<file path="config.mk">
export PLATFORM = sky130hd
export DESIGN_NAME = and_add_bitclear_exec
export DESIGN_NICKNAME = d
export VERILOG_FILES = /design/src/verilog/exec_pkg.sv /design/src/verilog/alu_if.sv /design/src/verilog/file_alu.sv /design/src/verilog/and_add_bitclear_exec.sv
export SDC_FILE = /design/constraint.sdc
export NUM_CORES = 1
export LEC_CHECK = 0
export BUFFER_PORTS_ARGS = -buffer_cell sky130_fd_sc_hd__buf_4
export CAP_MARGIN = 20
export CELL_PAD_IN_SITES_DETAIL_PLACEMENT = 0
export CELL_PAD_IN_SITES_GLOBAL_PLACEMENT = 2
export CORE_ASPECT_RATIO = 0.5
export CORE_MARGIN = 5
export CORE_UTILIZATION = 25
export DETAILED_ROUTE_END_ITERATION = 12
export PLACE_DENSITY = 0.68
export SLEW_MARGIN = 20
export SYNTH_ARGS = -nofsm -noshare
export SYNTH_HDL_FRONTEND = slang
export SYNTH_SLANG_ARGS = --single-unit
</file>
<file path="constraint.sdc">
create_clock -name clk -period 4.9 [get_ports clk]
set_clock_uncertainty 0.15 [all_clocks]
set_input_delay 0.49 -clock clk [delete_from_list [all_inputs] [get_ports clk]]
set_output_delay 0.49 -clock clk [all_outputs]
set_load 0.02 [all_outputs]
</file>
<file path="src/verilog/exec_pkg.sv">
// Purpose: shared constants and types for the three-instruction execute block
// Assumes: 14-bit instruction words, 8-bit data, 7-bit file addresses
// Notes:   register offsets are byte addresses on the register bus
package exec_pkg;

  // widths
  localparam int unsigned INSTR_W = 14;
  localparam int unsigned DATA_W  = 8;
  localparam int unsigned FADDR_W = 7;
  localparam int unsigned BSEL_W  = 3;

  // instruction fields
  localparam int unsigned OPC6_MSB = 13;
  localparam int unsigned OPC6_LSB = 8;
  localparam int unsigned OPC4_LSB = 10;
  localparam int unsigned DEST_POS = 7;
  localparam int unsigned ADDR_MSB = 6;
  localparam int unsigned BSEL_MSB = 9;
  localparam int unsigned BSEL_LSB = 7;

  // opcodes
  localparam logic [5:0] OPC_AND  = 6'h05;
  localparam logic [5:0] OPC_ADD  = 6'h07;
  localparam logic [3:0] OPC_BCLR = 4'h4;

  // register offsets
  localparam logic [7:0] REG_INSTR  = 8'h00;
  localparam logic [7:0] REG_ACCUM  = 8'h04;
  localparam logic [7:0] REG_FLAGS  = 8'h08;
  localparam logic [7:0] REG_STATUS = 8'h0C;
  localparam logic [7:0] REG_RESULT = 8'h10;
  localparam logic [7:0] REG_COUNT  = 8'h14;

  // flag and status bit positions
  localparam int unsigned FLG_C      = 0;
  localparam int unsigned FLG_DC     = 1;
  localparam int unsigned FLG_Z      = 2;
  localparam int unsigned ST_BUSY    = 0;
  localparam int unsigned ST_ILLEGAL = 1;
  localparam int unsigned ST_REFUSED = 2;
  localparam int unsigned ST_PH_LSB  = 8;

  // reset values
  localparam logic [DATA_W-1:0]  ACCUM_RST = 8'h00;
  localparam logic [2:0]         FLAGS_RST = 3'h0;
  localparam logic [INSTR_W-1:0] INSTR_RST = 14'h0000;
  localparam logic [15:0]        COUNT_RST = 16'h0000;

  typedef enum logic [4:0] {
    PH_IDLE    = 5'b00001,
    PH_DECODE  = 5'b00010,
    PH_READ    = 5'b00100,
    PH_PROCESS = 5'b01000,
    PH_WRITE   = 5'b10000
  } phase_t;

  typedef enum logic [1:0] {
    OP_NONE = 2'h0,
    OP_AND  = 2'h1,
    OP_ADD  = 2'h2,
    OP_BCLR = 2'h3
  } op_t;

endpackage

</file>
<file path="src/verilog/alu_if.sv">
// Purpose: carries operands and results between the sequencer and the data path
// Assumes: purely combinational data path
// Notes:   none
`timescale 1ns/1ps
interface alu_if;
  import exec_pkg::*;
  op_t               op;
  logic [DATA_W-1:0] accum;
  logic [DATA_W-1:0] fval;
  logic [BSEL_W-1:0] bit_sel;
  logic [DATA_W-1:0] result;
  logic              carry;
  logic              half_carry_flag;
  logic              zero;

  modport core (output op, accum, fval, bit_sel, input result, carry, half_carry_flag, zero);
  modport alu  (input op, accum, fval, bit_sel, output result, carry, half_carry_flag, zero);
endinterface

</file>
<file path="src/verilog/file_alu.sv">
// Purpose: process-phase data path for and, add and bit clear
// Assumes: operands stable for the whole process phase
// Notes:   flags are always computed; the sequencer decides which to keep
`timescale 1ns/1ps
module file_alu (
  // operands and results
  alu_if.alu a
);
  import exec_pkg::*;

  logic [DATA_W:0]   sum;
  logic [4:0]        low_sum;
  logic [DATA_W-1:0] cleared;

  assign sum     = {1'b0, a.accum} + {1'b0, a.fval};
  assign low_sum = {1'b0, a.accum[3:0]} + {1'b0, a.fval[3:0]};

  // only the selected bit drops, every other bit passes through
  for (genvar i = 0; i < DATA_W; i++) begin : g_clr
    assign cleared[i] = (a.bit_sel == BSEL_W'(i)) ? 1'b0 : a.fval[i];
  end

  always_comb begin
    a.result          = a.fval;
    a.carry           = sum[DATA_W];
    a.half_carry_flag = low_sum[4];
    case (a.op)
      OP_AND:  a.result = a.accum & a.fval;
      OP_ADD:  a.result = sum[DATA_W-1:0];
      OP_BCLR: a.result = cleared;
      default: a.result = a.fval;
    endcase
    a.zero = (a.result == '0);
  end

endmodule

</file>
<file path="src/verilog/and_add_bitclear_exec.sv">
// Purpose: decode and execute and, add and bit clear on an accumulator and file registers
// Assumes: file storage sits outside on the same clock and answers a read in the same cycle
// Notes:   instructions are issued by writing the instruction register over the bus
//
// Design decisions made here: the register offsets and the AHB-Lite register port.
`timescale 1ns/1ps
module and_add_bitclear_exec (
  // clock and reset
  input  wire logic                           clk,
  input  wire logic                           rst,
  // register bus
  input  wire logic                           hsel,
  input  wire logic [31:0]                    haddr,
  input  wire logic [1:0]                     htrans,
  input  wire logic                           hwrite,
  input  wire logic [2:0]                     hsize,
  input  wire logic [31:0]                    hwdata,
  input  wire logic                           hready,
  output logic                                hreadyout,
  output logic                                hresp,
  output logic [31:0]                         hrdata,
  // file register storage
  output logic [exec_pkg::FADDR_W-1:0]        file_addr,
  output logic                                file_rd_en,
  input  wire logic [exec_pkg::DATA_W-1:0]    file_rdata,
  output logic                                file_wr_en,
  output logic [exec_pkg::DATA_W-1:0]         file_wdata,
  // status
  output logic                                busy
);
  import exec_pkg::*;

  alu_if alu_bus ();

  file_alu u_alu (
    .a (alu_bus.alu)
  );

  // sequencer state
  phase_t             phase_ff;
  phase_t             nxt_phase;
  logic [INSTR_W-1:0] instr_ff;
  op_t                op_ff;
  op_t                nxt_op;
  logic               dest_ff;
  logic [BSEL_W-1:0]  bsel_ff;
  logic [FADDR_W-1:0] faddr_ff;
  logic [DATA_W-1:0]  fval_ff;
  logic [DATA_W-1:0]  res_ff;
  logic [2:0]         pend_flags_ff;
  logic [2:0]         flag_keep_ff;

  // architectural state
  logic [DATA_W-1:0]  accum_ff;
  logic [2:0]         flags_ff;
  logic               illegal_ff;
  logic               refused_ff;
  logic [15:0]        count_ff;

  // bus state
  logic               wr_pend_ff;
  logic               rd_wait_ff;
  logic [7:0]         dp_addr_ff;
  logic [31:0]        hrdata_ff;

  logic               addr_phase;
  logic               wr_stb;
  logic               issue;
  logic [31:0]        rd_mux;

  // bus slave: writes take no wait state, reads one
  assign addr_phase = hsel & hready & htrans[1];
  assign wr_stb     = wr_pend_ff;
  assign hreadyout  = ~rd_wait_ff;
  assign hresp      = 1'b0;
  assign hrdata     = hrdata_ff;

  always_ff @(posedge clk) begin
    if (rst) begin
      wr_pend_ff <= 1'b0;
      rd_wait_ff <= 1'b0;
    end else if (hready) begin
      wr_pend_ff <= addr_phase & hwrite;
      rd_wait_ff <= addr_phase & ~hwrite;
    end else begin
      rd_wait_ff <= 1'b0;
    end
  end

  // the data-phase address must hold through the read wait state
  always_ff @(posedge clk) begin
    if (rst) begin
      dp_addr_ff <= 8'h00;
    end else if (addr_phase) begin
      dp_addr_ff <= haddr[7:0];
    end
  end

  // the read value is sampled one cycle into the data phase so that a write
  // in the phase before is already visible
  always_comb begin
    rd_mux = 32'h0000_0000;
    if (dp_addr_ff == REG_INSTR) begin
      rd_mux[INSTR_W-1:0] = instr_ff;
    end else if (dp_addr_ff == REG_ACCUM) begin
      rd_mux[DATA_W-1:0] = accum_ff;
    end else if (dp_addr_ff == REG_FLAGS) begin
      rd_mux[2:0] = flags_ff;
    end else if (dp_addr_ff == REG_STATUS) begin
      rd_mux[ST_BUSY]                 = busy;
      rd_mux[ST_ILLEGAL]              = illegal_ff;
      rd_mux[ST_REFUSED]              = refused_ff;
      rd_mux[ST_PH_LSB+4:ST_PH_LSB]   = phase_ff;
    end else if (dp_addr_ff == REG_RESULT) begin
      rd_mux[DATA_W-1:0] = res_ff;
    end else if (dp_addr_ff == REG_COUNT) begin
      rd_mux[15:0] = count_ff;
    end else begin
      rd_mux = 32'h0000_0000;
    end
  end

  always_ff @(posedge clk) begin
    if (rst) begin
      hrdata_ff <= 32'h0000_0000;
    end else if (rd_wait_ff) begin
      hrdata_ff <= rd_mux;
    end
  end

  // issue: an instruction write while busy is dropped and flagged
  assign issue = wr_stb && (dp_addr_ff == REG_INSTR) && (phase_ff == PH_IDLE);
  assign busy  = (phase_ff != PH_IDLE);

  always_ff @(posedge clk) begin
    if (rst) begin
      instr_ff <= INSTR_RST;
    end else if (issue) begin
      instr_ff <= hwdata[INSTR_W-1:0];
    end
  end

  // decode, from the held instruction word; an unknown word only sets the illegal flag
  always_comb begin
    nxt_op = OP_NONE;
    if (instr_ff[OPC6_MSB:OPC6_LSB] == OPC_AND) begin
      nxt_op = OP_AND;
    end else if (instr_ff[OPC6_MSB:OPC6_LSB] == OPC_ADD) begin
      nxt_op = OP_ADD;
    end else if (instr_ff[OPC6_MSB:OPC4_LSB] == OPC_BCLR) begin
      nxt_op = OP_BCLR;
    end
  end

  // one instruction cycle of four phases
  always_comb begin
    nxt_phase = phase_ff;
    case (phase_ff)
      PH_IDLE:    if (issue) begin
                    nxt_phase = PH_DECODE;
                  end
      PH_DECODE:  nxt_phase = (nxt_op == OP_NONE) ? PH_IDLE : PH_READ;
      PH_READ:    nxt_phase = PH_PROCESS;
      PH_PROCESS: nxt_phase = PH_WRITE;
      PH_WRITE:   nxt_phase = PH_IDLE;
      default:    nxt_phase = PH_IDLE;
    endcase
  end

  always_ff @(posedge clk) begin
    if (rst) begin
      phase_ff <= PH_IDLE;
    end else begin
      phase_ff <= nxt_phase;
    end
  end

  // operand fields, latched in the decode phase
  always_ff @(posedge clk) begin
    if (rst) begin
      op_ff    <= OP_NONE;
      dest_ff  <= 1'b0;
      bsel_ff  <= '0;
      faddr_ff <= '0;
    end else if (phase_ff == PH_DECODE) begin
      op_ff    <= nxt_op;
      dest_ff  <= (nxt_op == OP_BCLR) ? 1'b1 : instr_ff[DEST_POS];
      bsel_ff  <= instr_ff[BSEL_MSB:BSEL_LSB];
      faddr_ff <= instr_ff[ADDR_MSB:0];
    end
  end

  // which flags the write phase may change; an illegal word never reaches
  // the write phase, so its mask is never used
  always_ff @(posedge clk) begin
    if (rst) begin
      flag_keep_ff <= 3'h0;
    end else if (phase_ff == PH_DECODE) begin
      case (nxt_op)
        OP_AND:  flag_keep_ff <= 3'(1 << FLG_Z);
        OP_ADD:  flag_keep_ff <= 3'(1 << FLG_C) | 3'(1 << FLG_DC) | 3'(1 << FLG_Z);
        OP_BCLR: flag_keep_ff <= 3'h0;
        default: flag_keep_ff <= 3'h0;
      endcase
    end
  end

  // read phase: storage answers combinationally
  assign file_rd_en = (phase_ff == PH_READ);
  assign file_addr  = faddr_ff;

  always_ff @(posedge clk) begin
    if (rst) begin
      fval_ff <= '0;
    end else if (phase_ff == PH_READ) begin
      fval_ff <= file_rdata;
    end
  end

  // process phase
  assign alu_bus.op      = op_ff;
  assign alu_bus.accum   = accum_ff;
  assign alu_bus.fval    = fval_ff;
  assign alu_bus.bit_sel = bsel_ff;

  always_ff @(posedge clk) begin
    if (rst) begin
      res_ff        <= '0;
      pend_flags_ff <= FLAGS_RST;
    end else if (phase_ff == PH_PROCESS) begin
      res_ff                <= alu_bus.result;
      pend_flags_ff[FLG_C]  <= alu_bus.carry;
      pend_flags_ff[FLG_DC] <= alu_bus.half_carry_flag;
      pend_flags_ff[FLG_Z]  <= alu_bus.zero;
    end
  end

  // write phase
  assign file_wr_en = (phase_ff == PH_WRITE) && dest_ff;
  assign file_wdata = res_ff;

  // software may load the accumulator only while idle, so it never meets the write phase
  always_ff @(posedge clk) begin
    if (rst) begin
      accum_ff <= ACCUM_RST;
    end else if ((phase_ff == PH_WRITE) && !dest_ff) begin
      accum_ff <= res_ff;
    end else if (wr_stb && (dp_addr_ff == REG_ACCUM) && !busy) begin
      accum_ff <= hwdata[DATA_W-1:0];
    end
  end

  always_ff @(posedge clk) begin
    if (rst) begin
      flags_ff <= FLAGS_RST;
    end else if (phase_ff == PH_WRITE) begin
      // bit clear keeps all flags
      flags_ff <= (flags_ff & ~flag_keep_ff) | (pend_flags_ff & flag_keep_ff);
    end else if (wr_stb && (dp_addr_ff == REG_FLAGS) && !busy) begin
      flags_ff <= hwdata[2:0];
    end
  end

  // sticky status: a new event wins over a write-one-to-clear in the same cycle
  always_ff @(posedge clk) begin
    if (rst) begin
      illegal_ff <= 1'b0;
    end else if ((phase_ff == PH_DECODE) && (nxt_op == OP_NONE)) begin
      illegal_ff <= 1'b1;
    end else if (wr_stb && (dp_addr_ff == REG_STATUS) && hwdata[ST_ILLEGAL]) begin
      illegal_ff <= 1'b0;
    end
  end

  // an issue that meets a busy sequencer is dropped, not queued: software polls busy
  always_ff @(posedge clk) begin
    if (rst) begin
      refused_ff <= 1'b0;
    end else if (wr_stb && (dp_addr_ff == REG_INSTR) && busy) begin
      refused_ff <= 1'b1;
    end else if (wr_stb && (dp_addr_ff == REG_STATUS) && hwdata[ST_REFUSED]) begin
      refused_ff <= 1'b0;
    end
  end

  // completed instructions, wraps
  always_ff @(posedge clk) begin
    if (rst) begin
      count_ff <= COUNT_RST;
    end else if (phase_ff == PH_WRITE) begin
      count_ff <= count_ff + 16'h0001;
    end
  end

endmodule

</file>
==> metrics.md <==
| Metric | Value |
|---|---|
| Final worst-path cycle share | `58.4%` |
| Clock latency on the worst-skew pair | `0.34 ns` |
| Data arrival time of the worst path | `about 2.2 ns` |
| GP Congestion | `~0.76` |
| Psw | `roughly 0.00042 W` |
| Row cnt | `37` |
| Int Power | `approximately 0.0014 W` |
| Mean post-synth cell area | `8.28 sq um` |
| Antenna-violating nets left | `0` |
| Final #Nets | `776` |
| Setup crit end kind | `primary output` |
| Max Slew Vio Count | `0` |
| Clock tree buffer depth | `2` |
| Ports | `134` |
| Die area | `between 20000 and 25000 sq um` |
| Max_cap viols | `0` |
| Cells after synthesis | `635` |
| Initial Util | `25.5%` |
| Leakage power | `2.39 nW` |
| Area added between synthesis and finish | `19.1%` |
| Reg2Reg Capture Point | `instr_ff[3]` |
| First-pass GRT wire length | `between 20000 and 30000 um` |
| Most frequent cells in the layout | `dfxtp_1 (108), nand2_1 (92), nor2_1 (88), buf_4 (74), a21oi_1 (55)` |
| Die width | `approximately 220 um` |
| # setup viols final | `0` |
| Number of port buffers | `70` |
| CP startpoint | `phase_ff[1]` |
| CTS tree | `yes` |
| Clk pwr share | `between 40% and 50%` |
| # hold bufs at CTS | `0` |
| EDFF count, synth | `0` |
| Clock root buffer | `clkbuf_16` |
| Min Hold Slack | `0.168 ns` |
| H-tree levels | `3` |
| Post-CTS Setup Repair Bufs | `0` |
| RSZ-0062 raised after global routing | `false` |
| CP max-delay cell | `clkinv_1` |
| DP Wirelength | `12000 um` |
| Worst r2r path cells | `6` |
| # fillers | `2213` |
| Die Y | `113 um` |
| Worst Path Required | `4.26 ns` |
| Reg-to-reg startpoint | `dp_addr_ff[0]` |
| Rel. slew slack | `between 30% and 40%` |
| DRC Markers | `0` |
| Register-to-register setup slack | `2.04 ns` |
| Most common cell after layout, fill and taps aside | `dfxtp_1` |
| CP max stage delay | `0.52 ns` |
| Kind of critical path | `flop to primary output` |
| Async SR Flop Fraction | `0%` |
| WL/cell | `16.8 um` |
| Share of post-route cells with drive strength above 1 | `14.7%` |
| Netlist cell types | `61` |
| Total CTS buffers | `9` |
| Seq/Total Area, Yosys | `41.1%` |
| Core Region | `20600 sq um` |
| Antenna diode count | `0` |
| Clk sinks | `approximately 110` |
| Vias | `~4500` |
| CTS clock-pin slew for the worst setup and hold paths | `0.07 ns` |
| Post-Syn Area | `5260 sq um` |
| Max Clock Freq | `350 MHz` |
| Setup crit start kind | `flop` |
| Initial DRC count | `308` |
| Worst vdd ir | `0.120 mV` |
| #FFs+latches synth | `108` |
| Initial antenna violation count | `0` |
| Outcome | `completed` |
| Post-route minimum period | `between 2 and 3 ns` |
| Crit-path cells | `nor2_1 > nand3_1 > clkinv_1 > buf_4` |
| Worst Setup EP | `file_rd_en` |
| Seq pwr share | `49.3%` |
| WL final | `between 15000 and 20000 um` |
| Combinational fraction of design power | `between 6 and 7%` |
| Yosys Warn Count | `0` |
| Dominant synthesized flop cell | `dfxtp_1` |
| Hold Fails Final Rpt | `0` |
| Largest net degree at the start of global routing | `71` |
| Min-Delay Path Class | `input pin to flop` |
| First drt pass iteration count | `7` |
| CTS resizes | `0` |
| Vias/cell | `4.74` |
| Grt ovf | `0` |
| Slew @ Worst Pin | `0.916 ns` |
| Switch share | `23.1%` |
| Final TNS setup | `0 ns` |
| CP Max Fanout | `10` |
| Pwr/cell area | `289 nW/um^2` |
| Vias in the first global route | `4309` |
| GRT Overall Usage | `13.1%` |
-- registers in the layout, indices dropped and copies added (netlist names), named ones only --
signal	cells
accum_ff	8
illegal_ff	1
hrdata	16
pend_flags_ff	3
flag_keep_ff	2
alu_bus.fval	8
dest_ff	1
phase_ff	5
refused_ff	1
wr_pend_ff	1
instr_ff	14
file_wdata	8
rd_wait_ff	1
count_ff	16
file_addr	7
alu_bus.bit_sel	3
dp_addr_ff	8
alu_bus.op	2
-- power groups by stage --
stage | Clock (W) | Sequential, W | Combinational (W)
6_report | 0.000792 | 0.000892 | 0.000125
2_1_floorplan | 0 | 0.000910 | 0.0000883
5_1_grt | 0.000850 | 0.000894 | 0.000138
3_3_place_gp | 0 | 0.000913 | 0.000126
4_1_cts | 0.000817 | 0.000892 | 0.000126
3_5_place_dp | 0 | 0.000913 | 0.000126
-- critical path: cells and delay by family, from the launching register on --
family / cells / cell delay [ns]
simple gates: 2 / 0.59
flops: 1 / 0.45
buf+inv: 2 / 0.83
-- cells in the mapped netlist, types with 2 or more instances --
cell type	count	area, sq um
dfxtp_1	108	2160
nand2_1	92	345
nor2_1	88	330
a21oi_1	55	275
clkbuf_1	33	124
mux2i_1	23	230
a211oi_1	19	143
buf_4	18	135
inv_1	17	63.8
nor3_1	15	75.1
o21ai_0	14	70.1
nand3_1	13	65.1
xor2_1	13	114
a221oi_1	12	105
ha_1	12	150
a31oi_1	7	43.8
and3_1	6	37.5
nand4_1	6	37.5
o32ai_1	6	52.6
a222oi_1	5	50.1
nand3b_1	5	37.5
xnor2_1	5	43.8
a21o_1	4	30.0
buf_2	4	20.0
nand2b_1	4	25.0
nor2b_1	4	25.0
mux4_2	3	67.6
o21a_1	3	22.5
o31a_1	3	26.3
a22oi_1	2	15.0
and4_1	2	17.5
nand3_2	2	20.0
o2bb2ai_1	2	17.5
or2_2	2	12.5
or3_1	2	12.5
-- cell type report --
class	instances	area (sq um)	share of cell area [%]
Tap cell	273	342	5.45
Clock buffer	12	246	3.94
Clock inverter	4	72.6	1.16
Inverter	18	67.6	1.08
Multi-Input combinational cell	470	2820	45.0
Sequential cell	108	2160	34.5
Timing Repair Buffer	74	556	8.87
-- how the worst min path moves through the flow --
stage | start | end | slack [ns] | depth (start not counted)
finish | hwrite | rd_wait_ff | 0.17 | 2
global route | hwrite | rd_wait_ff | 0.18 | 2
CTS | hwrite | rd_wait_ff | 0.16 | 2
detailed placement | file_addr[5] | file_addr[5] | 0.30 | 2
global placement | dp_addr_ff[6] | dp_addr_ff[6] | 0.30 | 2
floorplan | dp_addr_ff[7] | dp_addr_ff[7] | 0.29 | 2
-- cells by family (layout without fill, tap and decap cells) --
family                     after synthesis  after routing  synth area share (%)
buffers and inverters                   73            108                  6.59
adders and majority gates               13             13                  3.24
other                                    1             17                0.0713
xor gates and xnor gates                18             18                  3.00
DFF                                    108            108                  41.1
AOI/OAI and AO/OA                      145            145                  18.6
and+or+nand+nor                        251            251                  21.8
muxes                                   26             26                  5.66
-- routing by layer --
metal | track usage (%) | up-vias | part of all wire (%)
met3 | 2.21 | 9 | 3.5
met2 | 19.6 | 91 | 42
li1 | - | 2289 | -
met5 | 0 | - | 0
met4 | 2.73 | 0 | 0.77
met1 | 19.8 | 2154 | 53
-- metrics by stage --
stage | power, W | instance area [sq um] | util [%] | worst slack, ns | std cells
final | 0.00181 | 6260 | 30.4 | 2.04 | 959
after global routing | 0.00188 | 6260 | 30.4 | 1.71 | 959
after detailed placement | 0.00104 | 5940 | 28.8 | 1.97 | 943
after floorplan | 0.000998 | 5320 | - | 2.49 | 651
after CTS | 0.00184 | 6260 | 30.4 | 1.96 | 959
after global placement | 0.00104 | 5940 | 28.8 | 2.02 | 943
Note: power is estimated with default switching activity, not from simulation.
